<file path="config.mk">
export PLATFORM = sky130hd
export DESIGN_NAME = ddc_top
export DESIGN_NICKNAME = d
export VERILOG_FILES = /design/src/ddc_pkg.sv /design/src/ddc_link_if.sv /design/src/ddc_stage.sv /design/src/ddc_top.sv
export SDC_FILE = /design/constraint.sdc
export NUM_CORES = 1
export LEC_CHECK = 0
export BUFFER_PORTS_ARGS = -buffer_cell sky130_fd_sc_hd__buf_2
export CORE_MARGIN = 10
export CORE_UTILIZATION = 50
export CTS_CLUSTER_DIAMETER = 60
export DETAILED_ROUTE_END_ITERATION = 8
export PLACE_DENSITY = 0.79
export SYNTH_ARGS = -nofsm -noshare
export SYNTH_HDL_FRONTEND = slang
export SYNTH_SLANG_ARGS = --single-unit
</file>
<file path="constraint.sdc">
create_clock -name core_clk -period 9.22 [get_ports core_clk]
set_input_delay 0.461 -clock core_clk [delete_from_list [all_inputs] [get_ports core_clk]]
set_output_delay 0.461 -clock core_clk [all_outputs]
set_load 0.005 [all_outputs]
</file>
<file path="src/ddc_pkg.sv">
// Constants, register map and helpers for the cascaded divider with duty balance
package ddc_pkg;

    // Register byte offsets on the bus
    localparam logic [7:0] ADDR_CTRL = 8'h00;
    localparam logic [7:0] ADDR_PRESC = 8'h04;
    localparam logic [7:0] ADDR_DIV1 = 8'h08;
    localparam logic [7:0] ADDR_DIV2 = 8'h0C;
    localparam logic [7:0] ADDR_STAT = 8'h10;

    // Control register fields
    localparam int CTRL_BAL_DIS = 0;
    localparam int CTRL_BYP1 = 1;
    localparam int CTRL_BYP2 = 2;
    localparam int CTRL_RUN = 3;
    localparam int CTRL_W = 4;
    localparam logic [3:0] CTRL_RST = 4'h6;

    // Prescaler select: values below PRESC_MIN or above PRESC_MAX mean unused
    localparam int PRESC_W = 3;
    localparam logic [2:0] PRESC_RST = 3'h1;
    localparam logic [2:0] PRESC_MIN = 3'h2;
    localparam logic [2:0] PRESC_MAX = 3'h6;

    // Stage count fields: high count in low nibble, low count in high nibble
    localparam int CNT_W = 4;
    localparam int FLD_N_LSB = 0;
    localparam int FLD_M_LSB = 4;
    localparam logic [7:0] DIV_RST = 8'h00;

    // Status register fields
    localparam int STAT_LVL = 0;
    localparam int STAT_OK = 1;
    localparam int STAT_DIV_LSB = 2;

    // Division limits and link period width
    localparam int PER_W = 13;
    localparam int DIV_MAX = 1024;
    localparam int NUM_STAGES = 3;

    // Division of one stage, one when bypassed
    function automatic logic [5:0] stage_div(input logic byp, input logic [3:0] n,
                                             input logic [3:0] m);
        stage_div = byp ? 6'h01 : ({2'h0, n} + {2'h0, m} + 6'h02);
    endfunction

endpackage

</file>
<file path="src/ddc_link_if.sv">
// Link carrying clock ticks, level and period between divider stages
`timescale 1ns/1ps
`default_nettype none
interface ddc_link_if;
    import ddc_pkg::*;
    logic tick;                 // One-cycle pulse at each rising output edge
    logic level;                // Output waveform of the stage
    logic [PER_W-1:0] period;   // Output period in core clock cycles
    modport src (output tick, output level, output period);
    modport snk (input tick, input level, input period);
endinterface
`default_nettype wire

</file>
<file path="src/ddc_stage.sv">
// One divider stage with high/low counts, bypass and duty balance stretch
`timescale 1ns/1ps
`default_nettype none
module ddc_stage
    import ddc_pkg::*;
(
    // Clock, reset, enable
    input wire logic core_clk,
    input wire logic arst_n,
    input wire logic clkEn,
    // Configuration
    input wire logic balanceOn,
    input wire logic bypass,
    input wire logic [CNT_W-1:0] nHigh,
    input wire logic [CNT_W-1:0] mLow,
    // Links
    ddc_link_if.snk up,
    ddc_link_if.src dn,
    // Half-cycle extension in use on this stage
    output logic halfOn
);
    logic [4:0] cnt_q, cnt_d;           // Position inside the output period
    logic hi_q, hi_d;                   // Output level before retiming
    logic strOn_q, strOn_d;             // Fall is being held back
    logic [PER_W-1:0] str_q, str_d;     // Core cycles left in the hold
    logic tick_q, tick_d;               // Rising-edge pulse to the next stage
    logic neg_q, neg_d;                 // Copy of the level on the falling edge
    logic [4:0] divM1;                  // Division minus one
    logic ext;                          // Odd division with balance active
    logic [PER_W-1:0] extFull;          // Whole core cycles of half an input period

    // Division is high plus low fields plus two
    assign divM1 = {1'b0, nHigh} + {1'b0, mLow} + 5'h01;
    assign ext = balanceOn && !bypass && !divM1[0];
    assign extFull = up.period >> 1;
    // Odd input period leaves half a core cycle for the falling edge
    assign halfOn = ext && up.period[0];

    // Next-state: count input ticks, rise at wrap, fall after high count
    always_comb begin
        cnt_d = cnt_q;
        hi_d = hi_q;
        strOn_d = strOn_q;
        str_d = str_q;
        tick_d = 1'b0;
        if (!bypass) begin
            // Held fall expires after the stretch
            if (strOn_q) begin
                // A hold also ends when balance goes off, so no stale stretch survives
                if (str_q == '0 || !ext) begin
                    hi_d = 1'b0;
                    strOn_d = 1'b0;
                end else begin
                    str_d = str_q - 13'h0001;
                end
            end
            if (up.tick) begin
                if (cnt_q == divM1) begin
                    // Wrap: start a new period high
                    cnt_d = 5'h00;
                    hi_d = 1'b1;
                    tick_d = 1'b1;
                    strOn_d = 1'b0;
                end else begin
                    cnt_d = cnt_q + 5'h01;
                    if (cnt_q == {1'b0, nHigh}) begin
                        // High count done; balance may stretch the fall
                        if (ext && extFull != '0) begin
                            strOn_d = 1'b1;
                            str_d = extFull - 13'h0001;
                        end else begin
                            hi_d = 1'b0;
                        end
                    end
                end
            end
        end
    end

    // Registers of the rising-edge side
    always_ff @(posedge core_clk or negedge arst_n) begin
        if (!arst_n) begin
            cnt_q <= 5'h00;
            hi_q <= 1'b0;
            strOn_q <= 1'b0;
            str_q <= '0;
            tick_q <= 1'b0;
        end else if (clkEn) begin
            cnt_q <= cnt_d;
            hi_q <= hi_d;
            strOn_q <= strOn_d;
            str_q <= str_d;
            tick_q <= tick_d;
        end
    end

    // Opposite-edge copy gives the half-cycle retimed fall
    always_comb begin
        neg_d = hi_q;
    end

    always_ff @(negedge core_clk or negedge arst_n) begin
        if (!arst_n) begin
            neg_q <= 1'b0;
        end else if (clkEn) begin
            neg_q <= neg_d;
        end
    end

    // Bypass passes the upstream link straight on
    assign dn.tick = bypass ? up.tick : tick_q;
    assign dn.level = bypass ? up.level : (hi_q || (halfOn && neg_q));
    // Division is widened before the add, since a divide-by-32 overflows five bits
    assign dn.period = bypass ? up.period : PER_W'(up.period * ({8'h00, divM1} + 13'h0001));

    property p_bal_off_nostretch;
        @(posedge core_clk) disable iff (!arst_n)
        clkEn && !balanceOn && !bypass |-> !halfOn ##1 !strOn_q;
    endproperty
    a_bal_off_nostretch: assert property (p_bal_off_nostretch)
        else $error("stretch active with balance disabled");

    property p_rise_at_wrap;
        @(posedge core_clk) disable iff (!arst_n)
        clkEn && !bypass && up.tick && cnt_q == divM1 |=> hi_q && cnt_q == 5'h00;
    endproperty
    a_rise_at_wrap: assert property (p_rise_at_wrap)
        else $error("stage did not rise at period wrap");

    property p_plain_fall;
        @(posedge core_clk) disable iff (!arst_n)
        clkEn && !bypass && !ext && up.tick && cnt_q == {1'b0, nHigh} && cnt_q != divM1
        |=> !hi_q;
    endproperty
    a_plain_fall: assert property (p_plain_fall)
        else $error("stage did not fall after high count");

    property p_held_fall;
        @(posedge core_clk) disable iff (!arst_n)
        clkEn && ext && up.tick && cnt_q == {1'b0, nHigh} && extFull != '0
        |=> hi_q && strOn_q;
    endproperty
    a_held_fall: assert property (p_held_fall)
        else $error("odd balanced stage fell without stretch");
endmodule // ddc_stage
`default_nettype wire

</file>
<file path="src/ddc_top.sv">
// Cascaded channel divider with duty balance and an AHB-Lite register slave
//
// Decided for this implementation: the address map and register access over AHB-Lite.
`timescale 1ns/1ps
`default_nettype none
module ddc_top
    import ddc_pkg::*;
(
    // Clock, reset, enable
    input wire logic core_clk,
    input wire logic arst_n,
    input wire logic clkEn,
    // AHB-Lite slave
    input wire logic hsel,
    input wire logic [31:0] haddr,
    input wire logic [1:0] htrans,
    input wire logic hwrite,
    input wire logic [2:0] hsize,
    input wire logic [31:0] hwdata,
    input wire logic hready,
    output logic [31:0] hrdata,
    output logic hreadyout,
    output logic hresp,
    // Divided clock to the output buffers
    output logic clkOut
);
    logic [CTRL_W-1:0] ctrl_q, ctrl_d;      // Balance disable, bypasses, run
    logic [PRESC_W-1:0] presc_q, presc_d;   // Prescale select
    logic [7:0] div1_q, div1_d;             // Stage one counts
    logic [7:0] div2_q, div2_d;             // Stage two counts
    logic [31:0] rdata_q, rdata_d;          // Read data for the data phase
    logic wrPend_q, wrPend_d;               // Write data phase pending
    logic [7:0] wrAddr_q, wrAddr_d;         // Address of the pending write
    logic [31:0] stat_q, stat_d;            // Status snapshot
    logic addrPhase;                        // Transfer taken this cycle
    logic [7:0] a8;                         // Word-aligned low address bits
    logic balanceOn;                        // Duty balance active
    logic prescUsed;                        // Prescaler in the path
    logic [CNT_W-1:0] pN, pM;               // Prescaler high and low fields
    logic [NUM_STAGES-1:0] stByp;           // Bypass per stage
    logic [CNT_W-1:0] stN [NUM_STAGES];     // High field per stage
    logic [CNT_W-1:0] stM [NUM_STAGES];     // Low field per stage
    logic [NUM_STAGES-1:0] stHalf;          // Half-cycle stretch per stage
    logic [5:0] d1, d2;                     // Stage divisions
    logic [10:0] chanDiv;                   // Channel division
    logic cfgOk;                            // Counts meet balance conditions
    logic allByp;                           // Every divider bypassed
    logic run;                              // Output enabled

    ddc_link_if lnk [NUM_STAGES+1] ();

    // Source of the chain: one tick each core cycle, period of one cycle
    assign lnk[0].tick = 1'b1;
    assign lnk[0].level = 1'b1;
    assign lnk[0].period = 13'h0001;

    // Disable bit low means balance on
    assign balanceOn = !ctrl_q[CTRL_BAL_DIS];
    assign run = ctrl_q[CTRL_RUN];
    assign prescUsed = presc_q >= PRESC_MIN && presc_q <= PRESC_MAX;
    // Prescaler high is the lower half, so three gives a third, five two fifths
    assign pN = prescUsed ? CNT_W'((presc_q >> 1) - 3'h1) : 4'h0;
    assign pM = prescUsed ? CNT_W'(presc_q - (presc_q >> 1) - 3'h1) : 4'h0;

    assign stByp = {ctrl_q[CTRL_BYP2], ctrl_q[CTRL_BYP1], !prescUsed};
    assign stN[0] = pN;
    assign stM[0] = pM;
    assign stN[1] = div1_q[FLD_N_LSB +: CNT_W];
    assign stM[1] = div1_q[FLD_M_LSB +: CNT_W];
    assign stN[2] = div2_q[FLD_N_LSB +: CNT_W];
    assign stM[2] = div2_q[FLD_M_LSB +: CNT_W];

    // Prescaler, stage one, stage two in cascade; last active stage sets duty
    for (genvar g = 0; g < NUM_STAGES; g++) begin : g_stage
        ddc_stage u_stage (
            .core_clk(core_clk),
            .arst_n(arst_n),
            .clkEn(clkEn),
            .balanceOn(balanceOn),
            .bypass(stByp[g]),
            .nHigh(stN[g]),
            .mLow(stM[g]),
            .up(lnk[g]),
            .dn(lnk[g+1]),
            .halfOn(stHalf[g])
        );
    end

    // Channel division is the product of the two stages
    assign d1 = stage_div(ctrl_q[CTRL_BYP1], stN[1], stM[1]);
    assign d2 = stage_div(ctrl_q[CTRL_BYP2], stN[2], stM[2]);
    assign chanDiv = 11'({6'h00, d1} * {6'h00, d2});
    assign allByp = &stByp;

    // Direct path keeps the input clock's own duty when nothing divides
    assign clkOut = run && (allByp ? core_clk : lnk[NUM_STAGES].level);

    // Balance conditions checked for software
    always_comb begin
        cfgOk = 1'b1;
        if (balanceOn) begin
            if (!ctrl_q[CTRL_BYP1] && (d1[0] ? stM[1] != stN[1] + 4'h1 : stM[1] != stN[1])) begin
                cfgOk = 1'b0;
            end
            if (!ctrl_q[CTRL_BYP2] && (d2[0] ? stM[2] != stN[2] + 4'h1 : stM[2] != stN[2])) begin
                cfgOk = 1'b0;
            end
            if (ctrl_q[CTRL_BYP1] && !ctrl_q[CTRL_BYP2]) begin
                cfgOk = 1'b0;
            end
            if (!ctrl_q[CTRL_BYP1] && !ctrl_q[CTRL_BYP2] && !d1[0] && d2[0]) begin
                cfgOk = 1'b0;
            end
        end
    end

    // Bus slave: zero wait states, always OKAY
    assign hreadyout = 1'b1;
    assign hresp = 1'b0;
    assign hrdata = rdata_q;
    assign addrPhase = hsel && htrans[1] && hready;
    assign a8 = {haddr[7:2], 2'b00};

    // Next values of the registers and the bus pipeline
    always_comb begin
        ctrl_d = ctrl_q;
        presc_d = presc_q;
        div1_d = div1_q;
        div2_d = div2_q;
        wrPend_d = wrPend_q;
        wrAddr_d = wrAddr_q;
        rdata_d = rdata_q;
        stat_d = 32'h0000_0000;
        stat_d[STAT_LVL] = lnk[NUM_STAGES].level;
        stat_d[STAT_OK] = cfgOk;
        stat_d[STAT_DIV_LSB +: 11] = chanDiv;
        // Write data phase commits first so a following read sees it
        if (wrPend_q && hready) begin
            wrPend_d = 1'b0;
            if (wrAddr_q == ADDR_CTRL) begin
                ctrl_d = hwdata[CTRL_W-1:0];
            end else if (wrAddr_q == ADDR_PRESC) begin
                presc_d = hwdata[PRESC_W-1:0];
            end else if (wrAddr_q == ADDR_DIV1) begin
                div1_d = hwdata[7:0];
            end else if (wrAddr_q == ADDR_DIV2) begin
                div2_d = hwdata[7:0];
            end
        end
        if (addrPhase) begin
            wrPend_d = hwrite;
            wrAddr_d = a8;
            // Read value captured from the updated registers
            if (hwrite) begin
                rdata_d = 32'h0000_0000;
            end else if (a8 == ADDR_CTRL) begin
                rdata_d = {28'h000_0000, ctrl_d};
            end else if (a8 == ADDR_PRESC) begin
                rdata_d = {29'h0000_0000, presc_d};
            end else if (a8 == ADDR_DIV1) begin
                rdata_d = {24'h00_0000, div1_d};
            end else if (a8 == ADDR_DIV2) begin
                rdata_d = {24'h00_0000, div2_d};
            end else if (a8 == ADDR_STAT) begin
                rdata_d = stat_q;
            end else begin
                // Unmapped words read zero
                rdata_d = 32'h0000_0000;
            end
        end
    end

    // Register stage for configuration and bus state
    always_ff @(posedge core_clk or negedge arst_n) begin
        if (!arst_n) begin
            ctrl_q <= CTRL_RST;
            presc_q <= PRESC_RST;
            div1_q <= DIV_RST;
            div2_q <= DIV_RST;
            wrPend_q <= 1'b0;
            wrAddr_q <= 8'h00;
            rdata_q <= 32'h0000_0000;
            stat_q <= 32'h0000_0000;
        end else if (clkEn) begin
            ctrl_q <= ctrl_d;
            presc_q <= presc_d;
            div1_q <= div1_d;
            div2_q <= div2_d;
            wrPend_q <= wrPend_d;
            wrAddr_q <= wrAddr_d;
            rdata_q <= rdata_d;
            stat_q <= stat_d;
        end
    end

    property p_no_prescaler_pass;
        @(posedge core_clk) disable iff (!arst_n)
        allByp && run |-> ##0 (clkOut == core_clk);
    endproperty
    a_no_prescaler_pass: assert property (p_no_prescaler_pass)
        else $error("output not following input clock when all bypassed");

    property p_presc_third;
        @(posedge core_clk) disable iff (!arst_n)
        presc_q == 3'h3 |-> pN == 4'h0 && pM == 4'h1;
    endproperty
    a_presc_third: assert property (p_presc_third)
        else $error("prescale three not one high two low");

    property p_odd_presc_half;
        @(posedge core_clk) disable iff (!arst_n)
        balanceOn && prescUsed && presc_q[0] |-> stHalf[0];
    endproperty
    a_odd_presc_half: assert property (p_odd_presc_half)
        else $error("odd prescale lacks half-cycle stretch");

    property p_even_no_half;
        @(posedge core_clk) disable iff (!arst_n)
        !ctrl_q[CTRL_BYP2] && !d2[0] |-> !stHalf[2];
    endproperty
    a_even_no_half: assert property (p_even_no_half)
        else $error("even last stage uses half-cycle stretch");

    property p_p3_odd1;
        @(posedge core_clk) disable iff (!arst_n)
        balanceOn && presc_q == 3'h3 && !ctrl_q[CTRL_BYP1] && d1[0] && ctrl_q[CTRL_BYP2]
        |-> stHalf[1] && lnk[1].period == 13'h0003;
    endproperty
    a_p3_odd1: assert property (p_p3_odd1)
        else $error("prescale three with odd stage one lacks stretch");

    property p_chan_div;
        @(posedge core_clk) disable iff (!arst_n)
        $past(arst_n) |->
        chanDiv <= 11'(DIV_MAX) && stat_q[STAT_DIV_LSB +: 11] == $past(chanDiv);
    endproperty
    a_chan_div: assert property (p_chan_div)
        else $error("channel division wrong or above limit");

    property p_balance_stat;
        @(posedge core_clk) disable iff (!arst_n)
        clkEn && balanceOn && !ctrl_q[CTRL_BYP1] && ctrl_q[CTRL_BYP2] && !d1[0]
        && stM[1] == stN[1] |=> stat_q[STAT_OK];
    endproperty
    a_balance_stat: assert property (p_balance_stat)
        else $error("valid even balanced setting flagged bad");
endmodule // ddc_top
`default_nettype wire

</file>
==> metrics.txt, run 1 <==
VDD IR-drop max roughly 0.098 mV; Largest stage delay, worst path around 0.55 ns; Die Width ~170 µm; # DRC 3; Critical Path Source Type flip-flop; layout net count about 1.4k; Leak approximately 5.5 nW; CTS Hold Bufs 1; pin count of the biggest net entering global routing 59; final period demand of the worst path just over 8 ns; global-route wire length before repair 43.3 mm; r2r endpoint g_stage[2].u_stage.str_q[0]$_DFFE_PN0P_; diodes inserted 0; Required @ worst endpoint 9.64 ns; instance count after placement with tap cells included around 1.5k; power per unit of standard cell area 161 mW/mm²; slack of the worst reg-to-reg path between 1 and 1.5 ns; worst hold path startpoint haddr[6]; overall track demand over capacity in global routing between 10% and 20%; clk_skew slightly above 0.009 ns; netlist area before placement approximately 0.011 mm²; post-DR wirelength/cell roughly 17 µm; final cell count without fillers about 1.5k; first-iteration detailed-routing DRC count 576; share of flip-flops with an asynchronous set or reset 100%; pin slew with the least headroom to its limit between 0.9 and 1 ns; number of stages on the worst hold path 2; effective utilization at floorplan between 50% and 60%; total via count after detailed routing 8918; Worst Hold Class input port to flip-flop; number of maximum-capacitance constraint violations 0; full die area approximately 0.027 mm²; TritonCTS clock tree done; remaining global-route overflow 0; detailed-placement wirelength estimate between 15 and 20 mm; RR Startpoint presc_q[1]$_DFFE_PN0P_; total non-filler cell area in the finished layout 0.0116 mm²; cell area after placement 0.0109 mm²; launching element of the worst setup path presc_q[1]$_DFFE_PN0P_; period utilisation layout between 80% and 90%; average via count per standard cell 5.94; cell mode on critical path sky130_fd_sc_hd__fa_1; count of input and output buffers 34; count of mapped cells out of synthesis roughly 1.2k; Final Hold Vio Count 0; number of fill cells in the layout roughly 1.8k; clock insertion delay at the later pin of the skew report approximately 0.54 ns; maximum clock rate between 100 and 150 MHz; number of antenna violations at the first check in global routing 0; primary flip-flop cell chosen by synthesis mapping sky130_fd_sc_hd__dfrtp_1; Fin Setup TNS 0 ns; area of the core region around 0.021 mm²; worst reg-to-reg path cell count 27; footprint of the multi-input gates ~0.0070 mm²; standard-cell row count 53; leading cell type in the layout, fill and taps excluded sky130_fd_sc_hd__dfrtp_1; share of layout cells above drive strength 1 12.7%; library cells used by synthesis between 80 and 90; crit path kind flip-flop to flip-flop; remaining antenna violation count after routing 0; Vert. Die Dim around 170 µm; post_cts resized 0; placer's final routability congestion estimate between 0.8 and 0.9; setup repair after global routing missed its margin false; data arrival at the endpoint of the critical path between 8 and 9 ns; commonest cells after routing, fill and taps aside sky130_fd_sc_hd__dfrtp_1 (115), sky130_fd_sc_hd__nand2_1 (105), sky130_fd_sc_hd__nor2_1 (101); maximum net fanout on the critical path 16; io pins 110; cell with the largest stage delay on the worst path sky130_fd_sc_hd__fa_1; max-slew violation count 0; area delta synth->final 9.39%; final-report setup violation count 0; wirelength, routed between 20 and 30 mm; number of register bits inferred by synthesis between 100 and 150; end of the worst hold path wrAddr_q[6]$_DFFE_PN0P_; area taken by flip-flops and latches 0.00303 mm²; headroom to the max-slew limit between 30 and 40%; Clock Pin Slew Worst Setup and Hold Paths approximately 0.06 ns; number of buffers added for setup after CTS 0; Post-Synthesis Mean Instance Area 8.92 µm²; violated checks DRC; sequential element share of the synthesized area between 20 and 30%; number of search-and-repair iterations in the first detailed-routing pass 9; via count of the first global-routing pass just under 9k; utilization after layout 55.5%; CP endpoint kind flip-flop; status complete, but fails checks; count of flip-flops with a built-in enable after synthesis 0; number of warnings reported in the yosys synthesis log 0
-- worst max-delay path by stage --
| stage | end | cells after the start |
|---|---|---|
| after CTS | g_stage[2].u_stage.str_q[0]$_DFFE_PN0P_ | 27 |
| after global placement | g_stage[2].u_stage.str_q[0]$_DFFE_PN0P_ | 27 |
| after floorplan | g_stage[2].u_stage.str_q[9]$_DFFE_PN0P_ | 27 |
| final | g_stage[2].u_stage.str_q[0]$_DFFE_PN0P_ | 27 |
| after detailed placement | g_stage[2].u_stage.str_q[0]$_DFFE_PN0P_ | 27 |
| after global routing | g_stage[2].u_stage.str_q[0]$_DFFE_PN0P_ | 26 |
-- flip-flops by register name, summed over array words and instances, names as in the netlist --
| signal | count |
|---|---|
| g_stage.u_stage.str_q | 39 |
| g_stage.u_stage.cnt_q | 15 |
| hrdata | 13 |
| stat_q | 13 |
| div1_q | 8 |
| div2_q | 8 |
| wrAddr_q | 6 |
| ctrl_q | 4 |
| g_stage.u_stage.hi_q | 3 |
| g_stage.u_stage.neg_q | 3 |
| g_stage.u_stage.strOn_q | 3 |
| presc_q | 3 |
| g_stage.u_stage.tick_q | 2 |
| wrPend_q | 1 |
-- logic make-up (layout without fill, tap and decap cells) --
group                    count (synthesis)  after routing  synth area share [%]
AND/OR/NAND/NOR                        409            409                  19.5
AO/OA/AOI/OAI                          237            237                  14.2
buffers and inverters                  147            163                  6.12
adder cells (fa/ha/maj)                123            123                  17.4
flip-flops                             121            121                  28.5
XOR/XNOR                                81             81                  6.88
multiplexers                            71             71                  7.24
other                                    2             22                0.0707
-- cell usage after synthesis (all sizes together), types with 13 or more instances --
| cell type | number | area, µm² |
|---|---|---|
| a21oi | 69 | 345 |
| buf | 35 | 228 |
| nand2b | 13 | 81.3 |
| a22o | 15 | 131 |
| mux2 | 47 | 529 |
| dfrtp | 115 | 2880 |
| fa | 41 | 821 |
| o21ai | 66 | 334 |
| mux2i | 24 | 240 |
| inv | 86 | 323 |
| clkbuf | 26 | 100 |
| nand3 | 37 | 190 |
| ha | 82 | 1030 |
| nor3 | 40 | 200 |
| and2 | 14 | 87.6 |
| nand2 | 106 | 400 |
| xor2 | 27 | 236 |
| xnor2 | 53 | 472 |
| nor2 | 103 | 392 |
-- report_power, final --
group | switching, mW | internal [mW]
logic | 0.272 | 0.197
clock network | 0.275 | 0.470
registers | 0.0738 | 0.584
total | 0.621 | 1.25
-- cell type report --
class / count / share of cell area [%]
multi-input cells: 943 / 60.4
flip-flops and latches: 121 / 26.1
clock buffers: 23 / 4.59
well taps: 275 / 2.96
inverters: 86 / 2.78
repair buffers: 41 / 1.98
clock inverters: 13 / 1.23
-- per-layer routing --
layer	vias to the layer above	GRT usage, %	share of wire, %
li1	4186	-	-
met1	4367	22.8	43
met2	306	30.3	48
met3	59	4.07	6.3
met4	0	6.93	2.2
met5	-	0	0
-- worst max-delay path: cells and delay by family, from the launching register on --
| kind | cells | cell delay (ns) |
|---|---|---|
| compound gates | 7 | 2.27 |
| fa+ha+maj | 7 | 3.02 |
| buf+inv | 4 | 0.38 |
| flops | 1 | 0.47 |
| simple gates | 7 | 1.45 |
| xor+xnor | 2 | 0.45 |
-- metrics by stage --
step | power (mW) | hold slack [ns] | worst slack (ns)
after CTS | 1.87 | 0.193 | 1.17
after detailed placement | 1.12 | 0.311 | 1.23
after global routing | 1.97 | 0.197 | 0.476
final | 1.87 | 0.204 | 1.06
after global placement | 1.11 | 0.310 | 1.33
after floorplan | 1.01 | 0.165 | 2.31
(Power assumes the default switching activity.)
==> run 2, diff against run 1 <==
Settings changed: BUFFER_PORTS_ARGS -buffer_cell sky130_fd_sc_hd__buf_2 to -buffer_cell sky130_fd_sc_hd__buf_4, PLACE_DENSITY 0.79 to 0.82.
Clock period 9.22 ns to 6.75 ns, I/O delays scaled along.
==> metrics.txt, run 2 (synthesized netlist as in run 1, its figures left out) <==
area delta synth->final 20.8%; Top Registers g_stage.u_stage.str_q: 39 flops, g_stage.u_stage.cnt_q: 15 flops; headroom to the max-slew limit 17.7%; met1 layer wirelength in the final routing 11.8 mm; post-DR wirelength/cell around 18 µm; diodes inserted 0; io pins 110; TritonCTS clock tree done; Final Hold Vio Count 0; Die Width about 170 µm; share of layout cells above drive strength 1 23.7%; VDD IR-drop max between 0.15 and 0.2 mV; total via count after detailed routing 9652; period utilisation layout 104%; Detail Route met3 WL about 1.9 mm; cell mode on critical path sky130_fd_sc_hd__buf_4; Largest stage delay, worst path just over 0.6 ns; power per unit of standard cell area 206 mW/mm²; number of search-and-repair iterations in the first detailed-routing pass 5; register with the most flip-flops g_stage.u_stage.str_q; cell area after placement about 0.012 mm²; wirelength, routed a little under 30 mm; detailed-placement wirelength estimate roughly 19 mm; total non-filler cell area in the finished layout 0.0128 mm²; number of antenna violations at the first check in global routing 0; remaining antenna violation count after routing 0; leading cell type in the layout, fill and taps excluded sky130_fd_sc_hd__buf_4; Worst Hold Slack 0.0510 ns; global-route wire length before repair ~48 mm; max-slew violation count 0; commonest cells after routing, fill and taps aside sky130_fd_sc_hd__buf_4 (138), sky130_fd_sc_hd__dfrtp_1 (114), sky130_fd_sc_hd__nand2_1 (102); remaining global-route overflow 0; Vert. Die Dim between 150 and 200 µm; clock insertion delay at the later pin of the skew report 0.55 ns; violated checks setup timing; Critical Path Source Type flip-flop; Worst Hold Class input port to flip-flop; uppermost routed layer met4; full die area roughly 0.027 mm²; Leak around 6 nW; area of the core region 0.0210 mm²; number of maximum-capacitance constraint violations 0; # DRC 0; effective utilization at floorplan between 50% and 60%; overall track demand over capacity in global routing a little over 20%; data arrival at the endpoint of the critical path 7.47 ns; cell with the largest stage delay on the worst path sky130_fd_sc_hd__fa_2; standard-cell row count 53; status complete, but fails checks; met2 routed WL 14.3 mm; Required @ worst endpoint roughly 7 ns; crit path kind flip-flop to flip-flop; first-iteration detailed-routing DRC count 720; layout net count 1517; flip-flop count of the largest register after layout 39; setup repair after global routing missed its margin true; Clock Pin Slew Worst Setup and Hold Paths ~0.060 ns; maximum clock rate between 100 and 150 MHz; maximum net fanout on the critical path 4; worst-case setup margin in the final layout -0.274 ns; average via count per standard cell about 6; final-report setup violation count 19; final period demand of the worst path 7.02 ns; final cell count without fillers 1607; clk_skew roughly 0.015 ns; utilization after layout 61.2%; placer's final routability congestion estimate around 0.92; count of input and output buffers 34; via count of the first global-routing pass 9816; pin count of the biggest net entering global routing 66; pin slew with the least headroom to its limit between 1 and 1.5 ns; instance count after placement with tap cells included 1528; CP endpoint kind flip-flop
## run 2: cell type report
cell class,count,area (µm²)
tap,275,344
timing repair buffer,146,1120
inverter,86,323
fill,1636,8130
clock inverter,14,116
sequential,121,3030
clock buffer,22,512
multi-input combinational,943,7380
## run 2: repair_timing
item	4_1_cts	5_1_grt
hold buffers	1	0
cloned	0	1
buffers inserted	39	3
hold endpoints to repair	53	0
setup endpoints to repair	15	19
pin swaps	41	29
resized for setup	46	38
## run 2: metrics by stage
| stage | power (mW) | setup WS [ns] | TNS (ns) |
|---|---|---|---|
| 4_1_cts | 2.60 | 0.0117 | 0 |
| 6_report | 2.64 | -0.274 | -2.52 |
| 5_1_grt | 2.76 | -0.410 | -6.40 |
| 3_5_place_dp | 1.60 | -0.382 | -3.94 |
| 3_3_place_gp | 1.56 | -0.211 | -1.85 |
| 2_1_floorplan | 1.38 | 0.0165 | 0 |
## run 2: routing by layer
metal | global-route usage, % | vias to the layer above
met3 | 4.99 | 118
met2 | 34.5 | 421
met4 | 9.67 | 0
met1 | 24.4 | 4708
li1 | - | 4405
met5 | 0 | -
## run 2: final timing paths
| kind | start | endpoint | slack [ns] | depth (start not counted) |
|---|---|---|---|---|
| max in group asynchronous | arst_n | g_stage[2].u_stage.neg_q$_DFFE_NN0P_ | 2.51 | 2 |
| min in group asynchronous | arst_n | g_stage[1].u_stage.str_q[8]$_DFFE_PN0P_ | 0.39 | 2 |
| worst min register to register | g_stage[2].u_stage.neg_q$_DFFE_NN0P_ | g_stage[2].u_stage.neg_q$_DFFE_NN0P_ | 0.46 | 1 |
| worst max register to register | presc_q[0]$_DFFE_PN1P_ | g_stage[1].u_stage.str_q[5]$_DFFE_PN0P_ | -0.27 | 43 |
| worst max-delay path | presc_q[0]$_DFFE_PN1P_ | g_stage[1].u_stage.str_q[5]$_DFFE_PN0P_ | -0.27 | 43 |
| worst min-delay path | haddr[5] | wrAddr_q[5]$_DFFE_PN0P_ | 0.05 | 2 |
## run 2: power by group
group,switching (mW),internal (mW),total (mW)
Combinational,0.453,0.346,0.800
Sequential,0.0952,0.797,0.893
Clock,0.394,0.554,0.947
Total,0.942,1.70,2.64
## run 2: worst max-delay path: cells and delay by family (launching register included)
kind	cells	cell delay, ns
flip-flops	1	0.55
AND/OR/NAND/NOR	4	0.45
adder cells (fa/ha/maj)	3	1.27
AO/OA/AOI/OAI	4	0.72
buffers and inverters	32	3.89
==> run 3, diff against run 2 <==
Settings changed: SETUP_SLACK_MARGIN from default to 0.3.
==> metrics.txt, run 3 (synthesized netlist as in run 1, its figures left out) <==
status complete, but fails checks; violated checks setup timing; headroom to the max-slew limit between 20 and 30%; Required @ worst endpoint just over 7 ns; flip-flop count of the largest register after layout 39; standard-cell row count 53; cell area after placement 0.0114 mm²; post-layout power 2.68 mW; register with the most flip-flops g_stage.u_stage.str_q; global-route wire length before repair around 45 mm; placer's final routability congestion estimate slightly below 0.9; count of input and output buffers 34; Clock Pin Slew Worst Setup and Hold Paths 0.07 ns; final-report setup violation count 2; pin slew with the least headroom to its limit ~1.1 ns; wirelength, routed 27.0 mm; overall track demand over capacity in global routing between 10% and 20%; area delta synth->final 17.0%; max-slew violation count 0; worst hold path startpoint hwdata[7]; average via count per standard cell between 5 and 6; worst-case setup margin in the final layout -0.0194 ns; share of layout cells above drive strength 1 between 10% and 20%; data arrival at the endpoint of the critical path around 7.2 ns; pin count of the biggest net entering global routing 85; post-DR wirelength/cell 17.4 µm; internal power of the cells roughly 1.8 mW; clk_skew between 0.01 and 0.015 ns; fraction of power consumed by combinational cells 27.2%; area of the core region 0.0210 mm²; total via count after detailed routing around 9.2k; total net switching power around 900 µW; Top Registers g_stage.u_stage.str_q: 39 flops, g_stage.u_stage.cnt_q: 15 flops; io pins between 100 and 150; CP endpoint kind flip-flop; Critical Path Source Type flip-flop; setup repair after global routing missed its margin true; leading cell type in the layout, fill and taps excluded sky130_fd_sc_hd__dfrtp_1; Final Hold Vio Count 0; VDD IR-drop max about 0.22 mV; Worst Hold Class input port to flip-flop; # DRC 0; period utilisation layout 100%; crit path kind flip-flop to flip-flop; Leak 5.81 nW; first-iteration detailed-routing DRC count 810; clock insertion delay at the later pin of the skew report about 0.55 ns; Vert. Die Dim roughly 170 µm; remaining global-route overflow 0; Seq pwr share between 30% and 40%; number of search-and-repair iterations in the first detailed-routing pass 5; number of antenna violations at the first check in global routing 0; RR Startpoint presc_q[0]$_DFFE_PN1P_; Die Width about 170 µm; detailed-placement wirelength estimate 18.9 mm; maximum clock rate between 100 and 150 MHz; TritonCTS clock tree done; power per unit of standard cell area around 220 mW/mm²; effective utilization at floorplan 50.7%; final cell count without fillers about 1.6k; share of total power consumed by net switching 33.5%; launching element of the worst setup path presc_q[0]$_DFFE_PN1P_; final period demand of the worst path approximately 6.8 ns; commonest cells after routing, fill and taps aside sky130_fd_sc_hd__dfrtp_1 (114), sky130_fd_sc_hd__nand2_1 (103), sky130_fd_sc_hd__nor2_1 (94); remaining antenna violation count after routing 0; total non-filler cell area in the finished layout between 0.01 and 0.015 mm²; maximum net fanout on the critical path 5; instance count after placement with tap cells included about 1.5k; number of maximum-capacitance constraint violations 0; via count of the first global-routing pass 9325; layout net count roughly 1.5k; utilization after layout around three fifths; Clock Power Share between 30 and 40%; full die area approximately 0.027 mm²; pre-CTS setup slack -0.112 ns; diodes inserted 0
==> run 3: cell types whose count changed in the layout (fill, tap and decap cells not counted), moves of 2 or more <==
cell | before | now
sky130_fd_sc_hd__xnor2_1 | 49 | 51
sky130_fd_sc_hd__clkinvlp_4 | 4 | 1
sky130_fd_sc_hd__a21oi_1 | 62 | 64
sky130_fd_sc_hd__buf_4 | 138 | 85
sky130_fd_sc_hd__a21oi_2 | 5 | 3
sky130_fd_sc_hd__buf_6 | 7 | 3
sky130_fd_sc_hd__nor3_2 | 2 | 0
sky130_fd_sc_hd__bufinv_16 | 0 | 3
sky130_fd_sc_hd__xnor2_2 | 3 | 1
==> run 3: cell type report <==
type	instances	area, µm²
Timing Repair Buffer	89	694
Tap cell	275	344
Clock inverter	13	169
Sequential cell	121	3030
Inverter	86	323
Fill cell	1708	8520
Multi-Input combinational cell	943	7340
Clock buffer	23	526
==> run 3: what timing repair did <==
action | in CTS | in global routing
setup endpoints to repair | 15 | 15
pin swaps | 20 | 28
resized for setup | 16 | 34
setup buffers | 8 | 3
endpoints found under the hold margin | 34 | 0
hold buffers | 1 | 0
==> run 3: final timing paths <==
check,end,slack (ns),depth (start not counted)
setup / recovery,g_stage[2].u_stage.str_q[1]$_DFFE_PN0P_,-0.02,27
hold / removal,div2_q[7]$_DFFE_PN0P_,0.05,2
setup reg to reg,g_stage[2].u_stage.str_q[1]$_DFFE_PN0P_,-0.02,27
hold reg to reg,g_stage[0].u_stage.str_q[10]$_DFFE_PN0P_,0.47,1
max in group asynchronous,g_stage[1].u_stage.neg_q$_DFFE_NN0P_,2.75,2
min in group asynchronous,g_stage[2].u_stage.str_q[6]$_DFFE_PN0P_,0.34,2
==> run 3: worst max-delay path, cell delays in order, from the launching register on <==
cell and delay, ns:
sky130_fd_sc_hd__dfstp_2 0.55, sky130_fd_sc_hd__ha_4 0.12, sky130_fd_sc_hd__inv_2 0.03, sky130_fd_sc_hd__fa_1 0.50
sky130_fd_sc_hd__nor2_2 0.06, sky130_fd_sc_hd__fa_2 0.60, sky130_fd_sc_hd__nand3b_1 0.14, sky130_fd_sc_hd__nor4_4 0.37
sky130_fd_sc_hd__nor2_2 0.10, sky130_fd_sc_hd__xnor2_2 0.23, sky130_fd_sc_hd__nand2_4 0.14, sky130_fd_sc_hd__nor2_4 0.11
sky130_fd_sc_hd__fa_1 0.44, sky130_fd_sc_hd__fa_1 0.52, sky130_fd_sc_hd__inv_1 0.05, sky130_fd_sc_hd__fa_1 0.49
sky130_fd_sc_hd__inv_2 0.05, sky130_fd_sc_hd__ha_4 0.25, sky130_fd_sc_hd__or3b_2 0.20, sky130_fd_sc_hd__o221ai_1 0.11
sky130_fd_sc_hd__or3_4 0.37, sky130_fd_sc_hd__nor4_4 0.26, sky130_fd_sc_hd__nand3_2 0.18, sky130_fd_sc_hd__o21ba_4 0.28
sky130_fd_sc_hd__buf_4 0.14, sky130_fd_sc_hd__nor2b_1 0.12, sky130_fd_sc_hd__o21ai_1 0.14, sky130_fd_sc_hd__o21ai_1 0.09
==> run 3: power by group through the flow <==
stage | clock (mW) | combinational [mW] | sequential [mW]
2_1_floorplan | 0.000898 | 0.532 | 0.863
3_3_place_gp | 0.00198 | 0.645 | 0.903
3_5_place_dp | 0.00198 | 0.670 | 0.908
4_1_cts | 1.06 | 0.701 | 0.897
5_1_grt | 1.09 | 0.800 | 0.910
6_report | 1.05 | 0.728 | 0.901
==> run 3: stage by stage <==
stage	setup TNS, ns	hold WS [ns]
3_3_place_gp	0	0.342
6_report	-0.0330	0.0544
5_1_grt	-2.14	0.0529
2_1_floorplan	0	0.0419
4_1_cts	0	0.0470
3_5_place_dp	-0.667	0.339
==> run 3: layer usage <==
metal  up-vias  share of wire [%]  track usage (%)
li1       4283                  -                -
met1      4517                 41             23.1
met2       297                 50             32.2
met3        87                5.2             3.69
met4         0                3.2             8.71
met5         -                  0                0
